**config.mk**
```make
export PLATFORM = sky130hd
export DESIGN_NAME = mfad_top
export DESIGN_NICKNAME = d
export VERILOG_FILES = /design/src/design/mfad_pkg.sv /design/src/design/mfad_alarm_if.sv /design/src/design/mfad_alarm_latch.sv /design/src/design/mfad_top.sv
export SDC_FILE = /design/constraint.sdc
export NUM_CORES = 1
export LEC_CHECK = 0
export ABC_CLOCK_PERIOD_IN_PS = 2100
export BUFFER_PORTS_ARGS = -buffer_cell sky130_fd_sc_hd__buf_2
export CORE_MARGIN = 5
export CORE_UTILIZATION = 46
export DETAILED_ROUTE_END_ITERATION = 10
export HOLD_SLACK_MARGIN = 0.02
export PLACE_DENSITY = 0.71
export SLEW_MARGIN = 20
export SYNTH_ARGS = -nofsm -noshare
export SYNTH_HDL_FRONTEND = slang
export SYNTH_HIERARCHICAL = 1
export SYNTH_SLANG_ARGS = --single-unit
```
**constraint.sdc**
```tcl
create_clock -name clk -period 2.1 [get_ports clk]
set_clock_uncertainty 0.1 [all_clocks]
set_input_delay 0.105 -clock clk [delete_from_list [all_inputs] [get_ports clk]]
set_output_delay 0.105 -clock clk [all_outputs]
set_load 0.01 [all_outputs]
```
**src/design/mfad_pkg.sv**
```systemverilog
// Constants shared by the motion fault alarm detector and its alarm latch.
// Assumes one clock (20 MHz) and a synchronous active-high reset.
// Functional notes
// - Homing with no timing/zero/sensor_input_a signal: alarm 64h
// - Disabled homing signals excluded from that check
// - Limit action 2/3 plus limit input: 66h
// - Soft limit action 2/3, position reached: 67h
// - Torque-off mode 1, either input off: 68h
// - Limit input during homing offset move: 6Ah
// - Homed and mechanism limit reached: 6Dh
// - Bad speed/current, wrap, push request: 70h
// - Gear resolution out of spec: 71h, power-cycle only
// - Alarm drops alarm, motion, ready; stops, de-excites
// - Clear input resets alarm, alarm output returns
package mfad_pkg;
  // ----------------------------------------
  // Alarm codes
  // ----------------------------------------
  localparam logic [7:0] CODE_NONE = 8'h00;
  localparam logic [7:0] CODE_HOME_SIG = 8'h64;
  localparam logic [7:0] CODE_HW_OT = 8'h66;
  localparam logic [7:0] CODE_SW_OT = 8'h67;
  localparam logic [7:0] CODE_STO = 8'h68;
  localparam logic [7:0] CODE_OFFSET = 8'h6A;
  localparam logic [7:0] CODE_MECH_OT = 8'h6D;
  localparam logic [7:0] CODE_OP_DATA = 8'h70;
  localparam logic [7:0] CODE_GEAR = 8'h71;
  // ----------------------------------------
  // Blink counts and setting values
  // ----------------------------------------
  localparam logic [3:0] BLINK_NONE = 4'h0;
  localparam logic [3:0] BLINK_SEVEN = 4'h7;
  localparam logic [3:0] BLINK_ONE = 4'h1;
  localparam logic [1:0] ACT_STOP_ALARM = 2'h2;
  localparam logic [1:0] ACT_DECEL_ALARM = 2'h3;
  localparam logic STO_ALARM_MODE = 1'h1;
  localparam logic DETECT_DISABLED = 1'h0;
  // ----------------------------------------
  // Reset values
  // ----------------------------------------
  localparam logic [2:0] SYNC_RESET = 3'h7;
endpackage

```
**src/design/mfad_alarm_if.sv**
```systemverilog
// Carrier between the detector and its alarm latch.
// Assumes both ends share clk.
`timescale 1ns/1ps
interface mfad_alarm_if;
  logic raise; // A new fault this cycle
  logic [7:0] raiseCode; // Code of that fault
  logic [3:0] raiseBlink; // Blink count of that fault
  logic powerOnly; // Fault clears only by power cycle
  logic clearReq; // Any-reset-class clear request
  logic active; // Alarm latched
  logic [7:0] code; // Latched code
  logic [3:0] blink; // Latched blink count
  modport det (output raise, raiseCode, raiseBlink, powerOnly, clearReq,
    input active, code, blink);
  modport latch (input raise, raiseCode, raiseBlink, powerOnly, clearReq,
    output active, code, blink);
endinterface

```
**src/design/mfad_alarm_latch.sv**
```systemverilog
// Holds the first alarm code and its clear class.
// Assumes requests arrive synchronous to clk; power cycle is rst.
`timescale 1ns/1ps
module mfad_alarm_latch (
  input wire logic clk,
  input wire logic rst,
  mfad_alarm_if.latch al
);
  logic powerClass; // Latched alarm needs a power cycle
  // ----------------------------------------
  // Latch process
  // ----------------------------------------
  // First fault wins; a raise in the clear cycle is kept, so set beats clear
  always_ff @(posedge clk) begin
    if (rst) begin
      al.active <= 1'b0;
      al.code <= mfad_pkg::CODE_NONE;
      al.blink <= mfad_pkg::BLINK_NONE;
      powerClass <= 1'b0;
    end else if (al.active && !(al.clearReq && !powerClass)) begin
      // Held; power-class alarms ignore the clear input
    end else if (al.raise) begin
      al.active <= 1'b1;
      al.code <= al.raiseCode;
      al.blink <= al.raiseBlink;
      powerClass <= al.powerOnly;
    end else if (al.active) begin
      al.active <= 1'b0;
      al.code <= mfad_pkg::CODE_NONE;
      al.blink <= mfad_pkg::BLINK_NONE;
    end
  end
  a_power_class_held: assert property (@(posedge clk) disable iff (rst)
    al.active && powerClass |=> al.active && $stable(al.code))
    else $error("power-class alarm cleared");
  a_code_held_latch: assert property (@(posedge clk) disable iff (rst)
    al.active && !al.clearReq |=> $stable(al.code))
    else $error("alarm code changed without clear");
endmodule

```
**src/design/mfad_top.sv**
```systemverilog
// Fault detector: conditions sensor, safety and host inputs into alarms.
// Assumes host and settings on clk; pins synchronised here.
`timescale 1ns/1ps
module mfad_top (
  input wire logic clk,
  input wire logic rst,
  input wire logic phase_timing_output, // Pin
  input wire logic encoder_zero_output, // Pin
  input wire logic sensor_input_a, // Pin, sensor_input_a sensor
  input wire logic home_sensor_input, // Pin
  input wire logic forward_limit_input, // Pin
  input wire logic reverse_limit_input, // Pin
  input wire logic safe_torque_off_input_a, // Pin, high = on
  input wire logic safe_torque_off_input_b, // Pin, high = on
  input wire logic alarm_clear_input, // Pin
  input wire logic timZsgDetectEn, // Timing/zero detection enable
  input wire logic slitDetectEn, // Sensor_input_a detection enable
  input wire logic [1:0] limitAction, // Limit input action
  input wire logic [1:0] softLimitAction, // Software limit action
  input wire logic stoMode, // Torque-off mode
  input wire logic homingActive, // Homing run in progress
  input wire logic homingDone, // Homing run finished, one pulse
  input wire logic offsetMoveActive, // Homing offset phase
  input wire logic homeSet, // Home position established
  input wire logic softLimitReached, // Position at software limit
  input wire logic mechLimitReached, // Position at mechanism limit
  input wire logic overSpeedCurrent, // Speed or current over limit
  input wire logic wrapRequest, // Wrap operation requested
  input wire logic wrapEnabled, // Wrap setting enabled
  input wire logic pushRequest, // Push-motion requested
  input wire logic pushSupported, // Actuator supports push
  input wire logic gearOutOfSpec, // Gear resolution out of spec
  input wire logic driveEnable, // Excitation command from host
  input wire logic moveRequest, // Host motion in progress
  output logic alarm_active_low_output,
  output logic drive_command_ready_output,
  output logic motionOutput,
  output logic motorExcite,
  output logic motorStop,
  output logic [7:0] alarmCode,
  output logic [3:0] ledBlinks
);
  // ----------------------------------------
  // Pin synchronisers
  // ----------------------------------------
  // Nine pin inputs share one synchroniser template
  localparam int NPIN = 9;
  logic [NPIN-1:0] pinRaw; // Raw pin levels
  logic [NPIN-1:0] pinStable; // Debounced pin levels
  // Bit order from 0: timing, zero, sensor_input_a, home, limits, torque-off, clear
  assign pinRaw = {alarm_clear_input, safe_torque_off_input_b,
    safe_torque_off_input_a, reverse_limit_input, forward_limit_input,
    home_sensor_input, sensor_input_a, encoder_zero_output,
    phase_timing_output};
  // Three stages; a change counts only when stages two and three agree
  genvar gi;
  generate
    for (gi = 0; gi < NPIN; gi++) begin : g_sync
      logic [2:0] st; // st[0] feeds st[1] only
      // Shift chain; the agreement test filters a single-cycle glitch
      always_ff @(posedge clk) begin
        if (rst) begin
          // Chain and level start low, as if every pin were released
          st <= mfad_pkg::SYNC_RESET & 3'h0;
          pinStable[gi] <= 1'b0;
        end else begin
          st <= {st[1:0], pinRaw[gi]};
          // Level moves only when stages two and three agree
          if (st[1] == st[2]) begin
            pinStable[gi] <= st[2];
          end
        end
      end
    end
  endgenerate
  // Torque-off inputs reset to off would alarm at start; STO treated on level
  wire timSig = pinStable[0];
  wire zsgSig = pinStable[1];
  wire slitSig = pinStable[2];
  // Home sensor level is synchronised only; the host sequences homing runs
  wire fwLimit = pinStable[4];
  wire rvLimit = pinStable[5];
  wire stoA = pinStable[6];
  wire stoB = pinStable[7];
  wire clearPin = pinStable[8];

  // ----------------------------------------
  // Fault decode
  // ----------------------------------------
  // Actions 2 and 3 both stop with alarm; shared by both limit decodes
  function automatic logic alarmAction(input logic [1:0] act);
    alarmAction = (act == mfad_pkg::ACT_STOP_ALARM) || (act == mfad_pkg::ACT_DECEL_ALARM);
  endfunction
  logic homeSigSeen; // Some enabled homing signal seen this run
  wire timChk = (timZsgDetectEn != mfad_pkg::DETECT_DISABLED) && (timSig || zsgSig);
  wire slitChk = (slitDetectEn != mfad_pkg::DETECT_DISABLED) && slitSig;
  wire anyCheckEn = timZsgDetectEn || slitDetectEn;
  wire homeSigFault = homingDone && anyCheckEn && !homeSigSeen && !timChk && !slitChk;
  // Either direction counts for both limit alarms
  wire anyLimit = fwLimit || rvLimit;
  wire hwOtFault = alarmAction(limitAction) && anyLimit;
  wire swOtFault = alarmAction(softLimitAction) && softLimitReached;
  wire stoFault = (stoMode == mfad_pkg::STO_ALARM_MODE) && (!stoA || !stoB);
  wire offsetFault = offsetMoveActive && anyLimit;
  wire mechFault = homeSet && mechLimitReached;
  // Any one of three operation-data faults is enough
  wire opDataFault = overSpeedCurrent || (wrapRequest && !wrapEnabled) ||
    (pushRequest && !pushSupported);
  wire gearFault = gearOutOfSpec;

  // Seen-flag for the homing signal check, cleared at each new run
  always_ff @(posedge clk) begin
    if (rst) begin
      homeSigSeen <= 1'b0;
    end else if (homingActive) begin
      // Sticky while the run lasts; one enabled signal is enough
      homeSigSeen <= homeSigSeen || timChk || slitChk;
    end else begin
      // Idle between runs so a stale sighting never excuses a new run
      homeSigSeen <= 1'b0;
    end
  end

  // ----------------------------------------
  // Alarm latch
  // ----------------------------------------
  mfad_alarm_if al ();
  // Priority: power-class first so a resettable one raised in the same cycle never masks it
  assign al.raise = gearFault || offsetFault || homeSigFault || hwOtFault ||
    swOtFault || stoFault || mechFault || opDataFault;
  assign al.powerOnly = gearFault;
  assign al.raiseCode = gearFault ? mfad_pkg::CODE_GEAR :
    offsetFault ? mfad_pkg::CODE_OFFSET :
    homeSigFault ? mfad_pkg::CODE_HOME_SIG :
    hwOtFault ? mfad_pkg::CODE_HW_OT :
    swOtFault ? mfad_pkg::CODE_SW_OT :
    stoFault ? mfad_pkg::CODE_STO :
    mechFault ? mfad_pkg::CODE_MECH_OT : mfad_pkg::CODE_OP_DATA;
  assign al.raiseBlink = (!gearFault && !offsetFault && !homeSigFault && !hwOtFault &&
    !swOtFault && stoFault) ? mfad_pkg::BLINK_ONE : mfad_pkg::BLINK_SEVEN;
  // Clear passes raw; the latch decides whether its class fits
  assign al.clearReq = clearPin;
  // Latch keeps the first code and its clear class
  mfad_alarm_latch u_latch (
    .clk(clk),
    .rst(rst),
    .al(al)
  );

  // ----------------------------------------
  // Outputs
  // ----------------------------------------
  // Registered; one cycle behind the latch
  always_ff @(posedge clk) begin
    if (rst) begin
      // Power-up state: no alarm shown, motor held stopped and unexcited
      alarm_active_low_output <= 1'b1;
      drive_command_ready_output <= 1'b0;
      motionOutput <= 1'b0;
      motorExcite <= 1'b0;
      motorStop <= 1'b1;
      alarmCode <= mfad_pkg::CODE_NONE;
      ledBlinks <= mfad_pkg::BLINK_NONE;
    end else begin
      // Any latched alarm forces the safe state whatever the host asks
      alarm_active_low_output <= !al.active;
      drive_command_ready_output <= !al.active && driveEnable;
      motionOutput <= !al.active && moveRequest;
      motorExcite <= !al.active && driveEnable;
      motorStop <= al.active || !moveRequest;
      alarmCode <= al.code;
      ledBlinks <= al.blink;
    end
  end

  // ----------------------------------------
  // Checks
  // ----------------------------------------
  // Safe state follows the latch by one registered edge
  a_alarm_drops_outputs: assert property (@(posedge clk) disable iff (rst)
    al.active |=> !alarm_active_low_output && !drive_command_ready_output
    && !motionOutput && !motorExcite)
    else $error("outputs not off during alarm");
  // Raise checks: each masks only the faults that outrank it
  a_hw_ot_raises: assert property (@(posedge clk) disable iff (rst)
    !al.active && hwOtFault && !gearFault && !offsetFault && !homeSigFault
    |=> al.code == mfad_pkg::CODE_HW_OT)
    else $error("hardware overtravel not raised");
  a_sw_ot_raises: assert property (@(posedge clk) disable iff (rst)
    !al.active && swOtFault |=> al.active)
    else $error("software overtravel not raised");
  a_sto_one_blink: assert property (@(posedge clk) disable iff (rst)
    al.code == mfad_pkg::CODE_STO |-> al.blink == mfad_pkg::BLINK_ONE)
    else $error("torque-off alarm blink wrong");
  a_offset_raises: assert property (@(posedge clk) disable iff (rst)
    !al.active && offsetFault && !gearFault |=> al.code == mfad_pkg::CODE_OFFSET)
    else $error("offset alarm not raised");
  a_mech_raises: assert property (@(posedge clk) disable iff (rst)
    !al.active && mechFault |=> al.active)
    else $error("mechanical overtravel not raised");
  a_opdata_raises: assert property (@(posedge clk) disable iff (rst)
    !al.active && opDataFault |=> al.active)
    else $error("operation data alarm not raised");
  a_home_sig_check: assert property (@(posedge clk) disable iff (rst)
    !al.active && homeSigFault && !gearFault && !offsetFault
    |=> al.code == mfad_pkg::CODE_HOME_SIG)
    else $error("homing signal alarm not raised");
  a_disabled_no_check: assert property (@(posedge clk) disable iff (rst)
    !timZsgDetectEn && !slitDetectEn |-> !homeSigFault)
    else $error("disabled homing check fired");
  a_gear_raises: assert property (@(posedge clk) disable iff (rst)
    !al.active && gearFault |=> al.active && al.code == mfad_pkg::CODE_GEAR)
    else $error("gear alarm not raised");
  a_sto_raises: assert property (@(posedge clk) disable iff (rst)
    !al.active && stoFault && !gearFault && !offsetFault && !homeSigFault && !hwOtFault
    && !swOtFault |=> al.code == mfad_pkg::CODE_STO)
    else $error("torque-off alarm not raised");
  // Latched pattern: one blink for torque-off, seven for the rest
  a_blink_seven: assert property (@(posedge clk) disable iff (rst)
    al.active && al.code != mfad_pkg::CODE_STO |-> al.blink == mfad_pkg::BLINK_SEVEN)
    else $error("seven-blink pattern wrong");
  // An accepted clear shows on the alarm output two edges later
  a_clear_restores: assert property (@(posedge clk) disable iff (rst)
    al.active && al.code != mfad_pkg::CODE_GEAR && al.clearReq && !al.raise
    |=> ##1 alarm_active_low_output)
    else $error("clear did not restore alarm output");
  // Scenario covers
  c_home_sig: cover property (@(posedge clk) al.code == mfad_pkg::CODE_HOME_SIG);
  c_hw_ot: cover property (@(posedge clk) al.code == mfad_pkg::CODE_HW_OT);
  c_gear: cover property (@(posedge clk) al.code == mfad_pkg::CODE_GEAR);
  c_sto: cover property (@(posedge clk) al.code == mfad_pkg::CODE_STO);
  c_cleared: cover property (@(posedge clk) $fell(al.active));
endmodule

```
**Word-level counts from Yosys, hierarchy flattened**

Cells that the tools add are included.

- Logic and storage cells: 114
- Bits of input ports: 32
- Register bits: 63

- Equal/unequal tests: 12
- Reductions and logical operators: 60
- Bitwise logic cells: 2
- Muxes and demuxes: 13

Operators by type and width:

| kind | count |
|---|---|
| $mux 5 | 7 |
| $logic_and 1x1->1 | 22 |
| $logic_or 1x1->1 | 18 |
| $logic_not 1->1 | 16 |
| $mux 8 | 2 |
| $eq 1x1->1 | 8 |
| $eq 2x2->1 const B | 4 |
| $mux 4 | 2 |
| $reduce_and 2->1 | 2 |
| $mux 3 | 1 |
| $not 1->1 | 2 |
| $reduce_bool 2->1 | 1 |
| $reduce_or 2->1 | 1 |
| $mux 1 | 1 |

**Depth between registers and ports, before layout**

Gate-level depths: netlist (run 1).

- Word-level depth: 13
- Mapped depth: 8
- Mapped depth without buffers: 7

**Cells and area by module**

The synthesis (run 1) kept the hierarchy.

Modules (own cells, without submodules):

| module | seq. area each (µm²) | area an instance (µm²) | instances | cells each |
|---|---|---|---|---|
| mfad_top | 980.9 | 1556.5 | 1 | 150 |
| mfad_alarm_latch | 280.3 | 588.1 | 1 | 65 |

**Worst setup path before layout (run 1)**

Ideal clock, no wire load.

- Kind: register -> register
- Start: register pinStable[5] (netlist: rvLimit)
- End: register u_latch.al.blink[3]
- Buffers on the path: 1
- Stages on the path, launching flop included: 8
- Required time: 1930 ps
- Path slack: 502 ps
- Period minus slack after synthesis: 1598 ps
- Library setup time: 70 ps
- Arrival time: 1427 ps
- Path through: dfxtp_1 -> o21ai_1 -> and2b_1 -> nand4_1 -> nand2b_1 -> buf_4 -> nand3_1 -> a21oi_1

- Longest elaborated chain between the ends: 11
- Elaborated cells between the ends (all ways): 13

RTL lines:

| element | line | source |
|---|---|---|
| from (decl) | mfad_top.sv:49 | `logic [NPIN-1:0] pinStable;` |
| from (signal, indexed assignment) | mfad_top.sv:70 | `pinStable[gi] <= st[2];` |
| $logic_or 1x1->1 * | mfad_top.sv:100 | `wire anyLimit = fwLimit \|\| rvLimit;` |
| $logic_and 1x1->1 | mfad_top.sv:104 | `wire offsetFault = offsetMoveActive && anyLimit;` |
| $logic_or 1x1->1 (2 in a row) | mfad_top.sv:129 | `assign al.raise = gearFault \|\| offsetFault \|\| homeSigFault \|\| hwOtFault \|\|` |
| $logic_or 1x1->1 * (2 in a row) | mfad_top.sv:129 |  |
| $logic_or 1x1->1 * (3 in a row) | mfad_top.sv:130 | `swOtFault \|\| stoFault \|\| mechFault \|\| opDataFault;` |
| net al.raise | mfad_alarm_if.sv:5 | `logic raise;` |
| $reduce_bool 2->1 (no line) | n/a |  |
| $reduce_and 2->1 (no line) | n/a |  |
| to (signal assigned) | mfad_alarm_latch.sv:18 | `al.blink <= mfad_pkg::BLINK_NONE;` |
| to (signal assigned) | mfad_alarm_latch.sv:25 | `al.blink <= al.raiseBlink;` |
| to (signal assigned) | mfad_alarm_latch.sv:30 | `al.blink <= mfad_pkg::BLINK_NONE;` |
| to (decl) | mfad_alarm_if.sv:16 | `output active, code, blink);` |

Mark *: on every way through the listed nets, which the timed path passes. The rest lies on a longest branch.
A chain may end at the register's enable or synchronous reset.

**Worst setup path in the final report (run 1)**

- Start: register pinStable[4] (netlist: fwLimit)
- End: register u_latch.al.code[6]

- Longest elaborated chain between the ends: 11
- Elaborated cells between the ends (all ways): 13

RTL lines:

| element | line | source |
|---|---|---|
| $logic_or 1x1->1 * | mfad_top.sv:100 |  |
| $logic_and 1x1->1 | mfad_top.sv:104 |  |
| $logic_or 1x1->1 (2 in a row) | mfad_top.sv:129 |  |
| $logic_or 1x1->1 * (2 in a row) | mfad_top.sv:129 |  |
| $logic_or 1x1->1 * (3 in a row) | mfad_top.sv:130 |  |
| net al.raise | mfad_alarm_if.sv:5 |  |
| $reduce_bool 2->1 (no line) | n/a |  |
| $reduce_and 2->1 (no line) | n/a |  |
| to (signal assigned) | mfad_alarm_latch.sv:17 | `al.code <= mfad_pkg::CODE_NONE;` |
| to (signal assigned) | mfad_alarm_latch.sv:24 | `al.code <= al.raiseCode;` |
| to (signal assigned) | mfad_alarm_latch.sv:29 | `al.code <= mfad_pkg::CODE_NONE;` |
| to (decl) | mfad_alarm_if.sv:16 |  |

Marked as above.

==> results of run 1 <==
==> cell type report <==
cell class / instances / share of cell area, %
well taps: 52 / 2.35
flip-flops and latches: 63 / 45.6
repair buffers: 60 / 13.9
clock inverters: 5 / 2.94
multi-input cells: 139 / 29.6
inverters: 4 / 0.543
clock buffers: 11 / 5.12
==> stage by stage <==
stage	area, um2	total power [mW]	setup slack [ps]
final	2760	2.58	411
after global placement	2410	1.44	333
after CTS	2760	2.61	233
after floorplan	2160	1.38	502
after detailed placement	2410	1.44	277
after global routing	2760	2.69	179
==> layer usage <==
layer  routed length, um  up-vias  GRT usage [%]  share of wire (%)
li1                    -      852              -                  -
met1                1870      696           16.7                 48
met2                1730       40           21.2                 44
met3                 239        9           5.38                6.1
met4                  70        0           7.34                1.8
met5                   0        -              0                  0
==> power groups by stage <==
stage	combinational [mW]	clock, mW	sequential, mW
6_report	0.173	1.15	1.26
5_1_grt	0.194	1.24	1.26
3_5_place_dp	0.155	0	1.29
2_1_floorplan	0.0925	0	1.29
3_3_place_gp	0.152	0	1.29
4_1_cts	0.173	1.17	1.26
==> state kept, by name, summed over array words and instances, names as in the netlist <==
register and count:
g_sync.st 24, alarmCode 8, u_latch/al.code 8, ledBlinks 4
u_latch/al.blink 4, al.clearReq 1, alarm_active_low_output 1, fwLimit 1
homeSigSeen 1, motionOutput 1, motorExcite 1, motorStop 1
rvLimit 1, slitSig 1, stoA 1, stoB 1
timSig 1, u_latch/al.active 1, u_latch/powerClass 1, zsgSig 1
==> synthesized netlist by cell type (all sizes together) (2+ instances only) <==
cell	n	area, um2
o21ai	11	58.8
nand3b	2	15.0
nand2b	3	18.8
nor2b	37	239
inv	4	15.0
o211ai	13	97.6
dfxtp	63	1260
buf	8	50.1
nor2	4	17.5
a21oi	25	129
a21boi	2	15.0
nand3	13	65.1
clkbuf	4	15.0
nand2	14	52.6
conb	2	7.51
==> critical path, stage by stage, from the launching register on <==
cell and delay, ps:
sky130_fd_sc_hd__dfxtp_1 340, sky130_fd_sc_hd__o21ai_1 280, sky130_fd_sc_hd__and2b_1 200, sky130_fd_sc_hd__nand4_1 140, sky130_fd_sc_hd__nand2b_2 270, sky130_fd_sc_hd__nand3_1 120, sky130_fd_sc_hd__a21oi_1 160
==> final timing paths <==
check / to / from / slack [ps]
max: u_latch/al.code[6] / fwLimit / 410
min: g_sync[6].st[1] / rst / 130
max reg2reg: u_latch/al.code[6] / fwLimit / 410
min reg2reg: g_sync[6].st[1] / g_sync[6].st[0] / 340
==> cell families after synthesis <==
logic type / after synthesis
buffers and inverters: 16
AO/OA/AOI/OAI: 58
flip-flops: 63
other: 2
AND/OR/NAND/NOR: 76
==> what timing repair did <==
action                                  CTS  global route
gates resized for setup                   0             1
endpoints found under the setup margin    0             1
hold buffers                             13             0
endpoints found under the hold margin    13             0
==> insert_results.sql, run 1 <==
INSERT INTO impl_metrics (metric_group, metric, value, unit) VALUES
('route', 'route.final.wire_length', '3910', 'um'),
('flow_run', 'max_capacitance_violation_count', '0', ''),
('synthesis', 'syn_inst', '215', ''),
('setup_path', 'startpoint_type', 'register', ''),
('synthesis', 'ys_types', '31', ''),
('cells_and_area', 'final_common_cell', 'sky130_fd_sc_hd__dfxtp_1', ''),
('power_and_ir_drop', 'switching_power', '0.548', 'mW'),
('power_and_ir_drop', 'power_frac_clock', '44.5', '%'),
('cells_and_area', 'most-common-layout-cells', 'sky130_fd_sc_hd__dfxtp_1, sky130_fd_sc_hd__buf_2, sky130_fd_sc_hd__nor2b_1', ''),
('synthesis', 'synth-compound-area-share', '17.2', '%'),
('power_and_ir_drop', 'share_comb_of_total_power', '6.7', '%'),
('synthesis', 'synthXorXnorAreaFrac', '0', '%'),
('sta', 'finalHoldViolCount', '0', ''),
('global_routing', 'groute.usage.overall', '13.8', '%'),
('power_and_ir_drop', 'cell_internal_pwr', '2.03', 'mW'),
('route', 'routed_vias_inst', '4.78', ''),
('clock_tree', 'clk-insertion-delay-late', '330', 'ps'),
('placed_design', 'dp_cells', '305', ''),
('clock_tree', 'cts.clk_slew.worst_paths', '70', 'ps'),
('die', 'die-width', '78.3', 'um'),
('sta', 'min_period', '1690', 'ps'),
('cells_and_area', 'n_antenna_cell', '0', ''),
('sta', 'max_clock_freq', '0.592', 'GHz'),
('global_routing', 'first_global_vias', '1448', ''),
('sta', 'period_share', '80.4', '%'),
('power_and_ir_drop', 'p_sw_share', '21.2', '%'),
('route', 'via_count', '1597', ''),
('clock_tree', 'cts_buffers', '9', ''),
('setup_path', 'critPathMaxFanout', '13', ''),
('status', 'run_status', 'complete, no violations', ''),
('die', 'placeableCoreArea', '4440', 'um2'),
('route', 'route.detailed.drc', '0', ''),
('die', 'ios', '49', ''),
('die', 'initial_core_util', '48.3', '%'),
('setup_path', 'worst_ep_required_time', '2260', 'ps'),
('die', 'fp.dieArea', '6130', 'um2'),
('clock_tree', 'tritoncts', 'done', ''),
('global_routing', 'antenna_found_initial', '0', ''),
('clock_tree', 'clk_path_buf_depth', '2', ''),
('setup_path', 'worst-endpoint-arrival', '1850', 'ps'),
('power_and_ir_drop', 'vdd.ir_drop.worst', '0.000542', 'V'),
('hold_path', 'holdCritPathClass', 'input pin to register', ''),
('synthesis', 'ys_async_sr_fraction', '0', '%'),
('cells_and_area', 'syn2layout_area_growth', '28.9', '%'),
('clock_tree', 'clkSinkCount', '63', ''),
('clock_tree', 'cts_post_setup_buffers_inserted', '0', ''),
('clock_tree', 'cts-root-buf', 'sky130_fd_sc_hd__clkbuf_8', ''),
('synthesis', 'synth.mux.area_fraction', '0', '%'),
('hold_path', 'holdPathStages', '2', ''),
('synthesis', 'syn-mean-instance-area', '9.97', 'um2'),
('sta', 'fin_hold_ws', '127', 'ps'),
('placed_design', 'globalplace.congestion', '0.765', ''),
('synthesis', 'synth_edf_count', '0', ''),
('cells_and_area', 'post_route_cells_drive_above_1_share', '24.5', '%'),
('synthesis', 'post_synthesis_instance_area', '2140', 'um2'),
('placed_design', 'io_buffers', '45', ''),
('global_routing', 'pin_count_of_the_biggest_net_entering_global_routing', '35', ''),
('power_and_ir_drop', 'reported_leakage_power', '1.15', 'nW'),
('setup_path', 'r2r.worst_path.cells', '6', ''),
('sta', 'timing.max_slew.rel_slack', '65.8', '%'),
('synthesis', 'yosys.area_share.adder', '0', '%'),
('sta', 'worstMarginPinSlew', '512', 'ps'),
('synthesis', 'ys_warn_count', '6', ''),
('setup_path', 'timing_worst_setup_path_type', 'register to register', ''),
('power_and_ir_drop', 'seq_power_share', '48.8', '%'),
('synthesis', 'synth_top_family_by_area', 'simple AND/OR/NAND/NOR gates', ''),
('global_routing', 'grt_pass1_wl', '6540', 'um'),
('die', 'fp.dieH', '78.3', 'um'),
('sta', 'timing.setup.tns', '0', 'ps'),
('synthesis', 'yosys.area_share.simple', '20.0', '%'),
('sta', 'unrepaired_setup_endpoints_after_global_routing', 'no', '');
No activity file was read; power rests on OpenSTA's default activity.
==> run 2: changes to the inputs <==
- ABC_CLOCK_PERIOD_IN_PS: 2100 -> 1400
- PLACE_DENSITY: 0.71 -> 0.73
- clock period: 2.1 -> 1.4 ns (I/O delays scaled with it)
==> run 2 against run 1 <==
  * Hold slack worse by 52 ps
  * Sequential power up 50%
  * Via count up 11%
  * Wire length up 15%
  * First-iteration DRC count down 48%
  * Die area unchanged
  * Fmax up 6.9%
  * Global-route usage up 2.1 points
  * Register-to-register slack worse by 590 ps
  * Total power up 38%
  * Combinational power up 78%
  * The run now ends with setup timing left
  * Largest cell class unchanged
==> insert_results.sql, run 2 (synthesis gave the netlist of run 1 again) <==
INSERT INTO impl_metrics (metric_group, metric, value, unit) VALUES
('cells_and_area', 'registers.top_by_ff_count', 'g_sync.st', ''),
('route', 'routedLengthMet1', '1920', 'um'),
('die', 'die-width', '78.3', 'um'),
('global_routing', 'antenna_found_initial', '0', ''),
('setup_path', 'timing_worst_setup_path_type', 'register to register', ''),
('die', 'fp.dieH', '78.3', 'um'),
('global_routing', 'globalRouteOverflowTotal', '0', ''),
('power_and_ir_drop', 'pwr_density_cell', '1190', 'nW/um2'),
('global_routing', 'first_global_vias', '1743', ''),
('cells_and_area', 'fin_nets', '335', ''),
('cells_and_area', 'most-common-layout-cells', 'sky130_fd_sc_hd__dfxtp_1, sky130_fd_sc_hd__buf_2, sky130_fd_sc_hd__nor2b_1', ''),
('route', 'drt_pre_antenna_iters', '4', ''),
('setup_path', 'slowest_delay', '320', 'ps'),
('flow_run', 'max_capacitance_violation_count', '0', ''),
('sta', 'period_share', '113', '%'),
('setup_path', 'cp_cell_sequence', 'a21oi_2 > o2111a_2 > nor2_4 > nand4_1 > buf_4 > buf_6 > o211ai_1 > a21oi_2', ''),
('die', 'initial_core_util', '48.3', '%'),
('cells_and_area', 'syn2layout_area_growth', '39.7', '%'),
('die', 'placeableCoreArea', '4440', 'um2'),
('cells_and_area', 'largest_register_ffs', '24', ''),
('global_routing', 'pin_count_of_the_biggest_net_entering_global_routing', '37', ''),
('setup_path', 'worst_ep_required_time', '1570', 'ps'),
('cells_and_area', 'final_common_cell', 'sky130_fd_sc_hd__dfxtp_1', ''),
('sta', 'max_clock_freq', '0.633', 'GHz'),
('sta', 'finalSetupViolCount', '14', ''),
('route', 'routed_wire_length_per_instance', '12.6', 'um'),
('hold_path', 'holdCritPathClass', 'input pin to register', ''),
('die', 'fp.dieArea', '6130', 'um2'),
('clock_tree', 'h-tree-depth', '3', ''),
('route', 'routed_vias_inst', '4.98', ''),
('placed_design', 'detailed_place_hpwl', '2770', 'um'),
('route', 'top_layer_used', 'met4', ''),
('global_routing', 'grt_pass1_wl', '7560', 'um'),
('route', 'met3WireLength', '220', 'um'),
('route', 'met2RoutedLength', '2260', 'um'),
('placed_design', 'globalplace.congestion', '0.765', ''),
('sta', 'finalWorstSetupSlack', '-180', 'ps'),
('clock_tree', 'tritoncts', 'done', ''),
('cells_and_area', 'post_route_cells_drive_above_1_share', '37.0', '%'),
('cells_and_area', 'n_antenna_cell', '0', ''),
('setup_path', 'critPathCaptureType', 'register', ''),
('setup_path', 'critical_path_buf_inv_count', '2', ''),
('setup_path', 'critPathMaxFanout', '7', ''),
('clock_tree', 'cts.clk_slew.worst_paths', '60', 'ps'),
('clock_tree', 'cts_buffers', '9', ''),
('power_and_ir_drop', 'reported_leakage_power', '1.26', 'nW'),
('sta', 'min_period', '1580', 'ps'),
('placed_design', 'pre_cts_slack', '-201', 'ps'),
('status', 'run_status', 'finished, violations left', ''),
('setup_path', 'startpoint_type', 'register', ''),
('route', 'route.final.wire_length', '4490', 'um'),
('setup_path', 'cell_family_with_the_largest_share_of_critical_path_delay', 'compound AO/OA/AOI/OAI gates', ''),
('die', 'ios', '49', ''),
('cells_and_area', 'final_cells', '357', ''),
('power_and_ir_drop', 'vdd.ir_drop.worst', '0.000723', 'V'),
('setup_path', 'slowest_stage', 'sky130_fd_sc_hd__dfxtp_2', ''),
('cells_and_area', 'postLayoutCoreUtil', '67.4', '%'),
('route', 'postRouteAntennaNets', '0', ''),
('placed_design', 'io_buffers', '45', ''),
('clock_tree', 'cts-root-buf', 'sky130_fd_sc_hd__clkbuf_8', ''),
('clock_tree', 'clk_path_buf_depth', '2', ''),
('setup_path', 'worst-endpoint-arrival', '1750', 'ps'),
('placed_design', 'dp_cells', '321', ''),
('sta', 'maxSlewViolCount', '0', ''),
('die', 'core.rowCount', '24', ''),
('sta', 'unrepaired_setup_endpoints_after_global_routing', 'yes', ''),
('cells_and_area', 'largest_registers', 'g_sync.st x24, alarmCode x8, u_latch/al.code x8', ''),
('sta', 'finalHoldViolCount', '0', ''),
('clock_tree', 'clkSinkCount', '63', ''),
('setup_path', 'path_common_cell', 'sky130_fd_sc_hd__a21oi_2', ''),
('global_routing', 'groute.usage.overall', '15.9', '%'),
('route', 'drtIter0Drc', '54', ''),
('status', 'failed_checks', 'setup timing', ''),
('route', 'route.detailed.drc', '0', ''),
('clock_tree', 'clk-insertion-delay-late', '330', 'ps'),
('cells_and_area', 'num-fill-cells', '358', ''),
('route', 'via_count', '1778', '');
-- run 2: cell types whose count changed in the layout (fill, tap and decap cells not counted), sizes merged --
cell / delta
clkinv: -1
buf: +25
dlymetal6s4s: +1
clkinvlp: -1
bufinv: -2
clkbuf: +1
-- run 2: repair_timing --
| item | in CTS | in global routing |
|---|---|---|
| endpoints found under the setup margin | 14 | 15 |
| cloned | 1 | 0 |
| hold endpoints to repair | 14 | 0 |
| setup buffers | 6 | 2 |
| resized for setup | 13 | 9 |
| pin swaps | 10 | 7 |
| hold buffers | 14 | 0 |
-- run 2: worst paths after layout --
check / slack [ps] / startpoint / to / cells past startpoint
setup / recovery: -180 / slitSig / u_latch/al.blink[2] / 8
setup reg to reg: -180 / slitSig / u_latch/al.blink[2] / 8
hold reg to reg: 330 / g_sync[5].st[0] / g_sync[5].st[1] / 1
hold / removal: 70 / rst / u_latch/al.code[3] / 2
-- run 2: report_power, final --
part / switching (mW) / internal, mW
registers: 0.0289 / 1.86
logic: 0.143 / 0.165
clock network: 0.602 / 0.754
total: 0.774 / 2.78
-- run 2: cell type report --
class,count,area (um2),area share (%)
Clock buffer,12,165,5.51
Clock inverter,1,5.00,0.167
Inverter,4,15.0,0.501
Multi-Input combinational cell,139,888,29.6
Sequential cell,63,1270,42.3
Tap cell,52,65.1,2.17
Timing Repair Buffer,86,591,19.7
-- run 2: worst register-to-register path: cells and delay by family (launching register included) --
kind / cells / cell delay (ps)
buffers and inverters: 2 / 250
DFF: 1 / 320
AOI/OAI and AO/OA: 4 / 660
and+or+nand+nor: 2 / 190
-- run 2: metrics by stage --
step	setup TNS (ps)	instance area, um2	power (mW)	hold slack, ps
2_1_floorplan	-1640	2180	2.08	39.1
3_3_place_gp	-1230	2540	2.18	152
3_5_place_dp	-2290	2540	2.18	173
4_1_cts	-1560	2950	3.59	50.1
5_1_grt	-3620	3000	3.73	80.1
6_report	-2040	3000	3.56	74.4
-- run 2: per-layer routing --
layer | vias to the layer above | GRT usage (%)
li1 | 901 | -
met1 | 831 | 17.7
met2 | 37 | 26.5
met3 | 9 | 4.81
met4 | 0 | 9.97
met5 | - | 0
==> run 3: changes to the inputs <==
- ABC_CLOCK_PERIOD_IN_PS: 1400 -> 1900
- PLACE_DENSITY: 0.73 -> 0.71
- clock period: 1.4 -> 1.9 ns (I/O delays scaled with it)
==> run 3 against run 2 <==
  * Fmax decreased by 6.9%
  * Highest routed layer unchanged
  * Total power down 21%
  * Register-to-register slack better by 380 ps
  * Global-route usage fell by 1.2 points
  * Clock power fell by 10%
  * Hold slack gained 79 ps
  * Clock-buffer cell count is 1 lower
  * Sequential share of layout area is 2.9 points higher
  * Flip-flop and latch count is the same
  * Via count decreased by 7.5%
  * The run now ends clean
  * Non-clock buffer count is 22 lower
==> insert_results.sql, run 3 (synthesis gave the netlist of run 1 again) <==
INSERT INTO impl_metrics (metric_group, metric, value, unit) VALUES
('status', 'run_status', 'complete, no violations', ''),
('cells_and_area', 'fin_nets', '313', ''),
('cells_and_area', 'registers.top_by_ff_count', 'g_sync.st', ''),
('sta', 'max_clock_freq', '0.589', 'GHz'),
('clock_tree', 'h-tree-depth', '3', ''),
('global_routing', 'first_global_vias', '1573', ''),
('clock_tree', 'clkSinkCount', '63', ''),
('route', 'route.final.wire_length', '4000', 'um'),
('clock_tree', 'cts-root-buf', 'sky130_fd_sc_hd__clkbuf_8', ''),
('die', 'core.rowCount', '24', ''),
('placed_design', 'detailed_place_hpwl', '2660', 'um'),
('setup_path', 'critPathMaxFanout', '6', ''),
('setup_path', 'cp_cell_sequence', 'o21ai_2 > o2111a_2 > nor2_2 > nand4_1 > nand2b_4 > buf_4 > nand3_1 > a21oi_1', ''),
('die', 'die-width', '78.3', 'um'),
('cells_and_area', 'syn2layout_area_growth', '30.0', '%'),
('power_and_ir_drop', 'power', '2.81', 'mW'),
('clock_tree', 'clk_path_buf_depth', '2', ''),
('sta', 'period_share', '89.3', '%'),
('power_and_ir_drop', 'pwr_density_cell', '1010', 'nW/um2'),
('cells_and_area', 'post_route_cells_drive_above_1_share', '25.3', '%'),
('setup_path', 'startpoint_type', 'register', ''),
('setup_path', 'worst_setup_path_startpoint', 'zsgSig', ''),
('route', 'drtIter0Drc', '69', ''),
('clock_tree', 'cts_post_setup_buffers_inserted', '0', ''),
('global_routing', 'groute.usage.overall', '14.7', '%'),
('cells_and_area', 'most-common-layout-cells', 'sky130_fd_sc_hd__dfxtp_1, sky130_fd_sc_hd__buf_2, sky130_fd_sc_hd__nor2b_1', ''),
('power_and_ir_drop', 'reported_leakage_power', '1.17', 'nW'),
('flow_run', 'max_capacitance_violation_count', '0', ''),
('clock_tree', 'cts.clk_slew.worst_paths', '60', 'ps'),
('cells_and_area', 'largest_register_ffs', '24', ''),
('setup_path', 'critPathCaptureType', 'register', ''),
('die', 'initial_core_util', '48.3', '%'),
('route', 'postRouteAntennaNets', '0', ''),
('route', 'via_count', '1645', ''),
('die', 'ios', '49', ''),
('cells_and_area', 'largest_registers', 'g_sync.st x24, alarmCode x8, u_latch/al.code x8', ''),
('setup_path', 'slowest_stage', 'sky130_fd_sc_hd__dfxtp_1', ''),
('setup_path', 'worst_ep_required_time', '2050', 'ps'),
('route', 'routed_vias_inst', '4.88', ''),
('global_routing', 'grt_pass1_wl', '6890', 'um'),
('setup_path', 'slowest_delay', '370', 'ps'),
('cells_and_area', 'final_common_cell', 'sky130_fd_sc_hd__dfxtp_1', ''),
('die', 'fp.dieH', '78.3', 'um'),
('clock_tree', 'tritoncts', 'done', ''),
('clock_tree', 'cts_buffers', '9', ''),
('setup_path', 'timing_worst_setup_path_type', 'register to register', ''),
('global_routing', 'antenna_found_initial', '0', ''),
('sta', 'maxSlewViolCount', '0', ''),
('cells_and_area', 'num-fill-cells', '392', ''),
('sta', 'timing.max_slew.rel_slack', '62.5', '%'),
('clock_tree', 'clk-insertion-delay-late', '330', 'ps'),
('die', 'fp.dieArea', '6130', 'um2'),
('sta', 'unrepaired_setup_endpoints_after_global_routing', 'no', ''),
('hold_path', 'holdCritPathClass', 'input pin to register', ''),
('setup_path', 'reg2reg_from', 'zsgSig', ''),
('hold_path', 'timing.hold.worst.start', 'rst', ''),
('global_routing', 'pin_count_of_the_biggest_net_entering_global_routing', '32', ''),
('route', 'route.detailed.drc', '0', ''),
('placed_design', 'io_buffers', '45', ''),
('sta', 'timing.setup.tns', '0', 'ps'),
('placed_design', 'globalplace.congestion', '0.761', ''),
('placed_design', 'pre_cts_slack', '177', 'ps'),
('sta', 'finalHoldViolCount', '0', ''),
('sta', 'finalSetupViolCount', '0', ''),
('die', 'placeableCoreArea', '4440', 'um2'),
('global_routing', 'globalRouteOverflowTotal', '0', ''),
('sta', 'worstMarginPinSlew', '563', 'ps'),
('sta', 'min_period', '1700', 'ps'),
('cells_and_area', 'n_antenna_cell', '0', ''),
('route', 'drt_pre_antenna_iters', '4', ''),
('route', 'routed_wire_length_per_instance', '11.9', 'um'),
('sta', 'finalWorstSetupSlack', '203', 'ps'),
('setup_path', 'worst-endpoint-arrival', '1850', 'ps'),
('power_and_ir_drop', 'vdd.ir_drop.worst', '0.000596', 'V');
## run 3: cell types whose count changed in the layout (fill, tap and decap cells not counted), sizes merged
| cell | delta |
|---|---|
| buf | -21 |
| bufinv | +2 |
| clkbuf | -1 |
| clkinv | +1 |
| dlymetal6s4s | -1 |
## run 3: worst max-delay path: cells and delay by family, from the launching register on
family	cells	cell delay (ps)
buffers and inverters	1	140
flip-flops	1	370
AO/OA/AOI/OAI	3	420
AND/OR/NAND/NOR	4	600
## run 3: final timing paths
check	endpoint	slack [ps]	cells after the start
hold / removal	alarmCode[2]	150	2
setup reg to reg	u_latch/al.code[7]	200	8
hold reg to reg	g_sync[6].st[1]	330	1
setup / recovery	u_latch/al.code[7]	200	8
## run 3: stage by stage
stage | std cells | hold slack (ps) | instance area [um2] | util (%)
finish | 337 | 153 | 2790 | 62.7
CTS | 337 | 147 | 2780 | 62.6
floorplan | 218 | 64.1 | 2160 | -
global placement | 309 | 182 | 2440 | 54.9
detailed placement | 309 | 183 | 2440 | 54.9
global route | 337 | 166 | 2790 | 62.7
## run 3: final cells by class
cell class	count	area, um2	share of cell area, %
repair buffers	64	413	14.8
clock buffers	11	141	5.07
inverters	4	15.0	0.539
multi-input cells	139	822	29.5
well taps	52	65.1	2.33
flip-flops and latches	63	1260	45.2
clock inverters	4	70.1	2.51
## run 3: what timing repair did
item,CTS,global route
hold buffers,13,0
endpoints found under the setup margin,0,9
hold endpoints to repair,13,0
resized for setup,0,1
## run 3: routing by layer
layer / wire (um) / share of wire, % / GRT usage, %
met1: 1830 / 46 / 16.4
met2: 1870 / 47 / 24.1
met3: 192 / 4.8 / 3.78
met4: 105 / 2.6 / 11.0
met5: 0 / 0 / 0
## run 3: report_power, final
part,leakage (nW),switching [mW],internal (mW)
clock,0.109,0.460,0.763
combinational,0.548,0.0928,0.106
sequential,0.516,0.0191,1.37
total,1.17,0.572,2.24
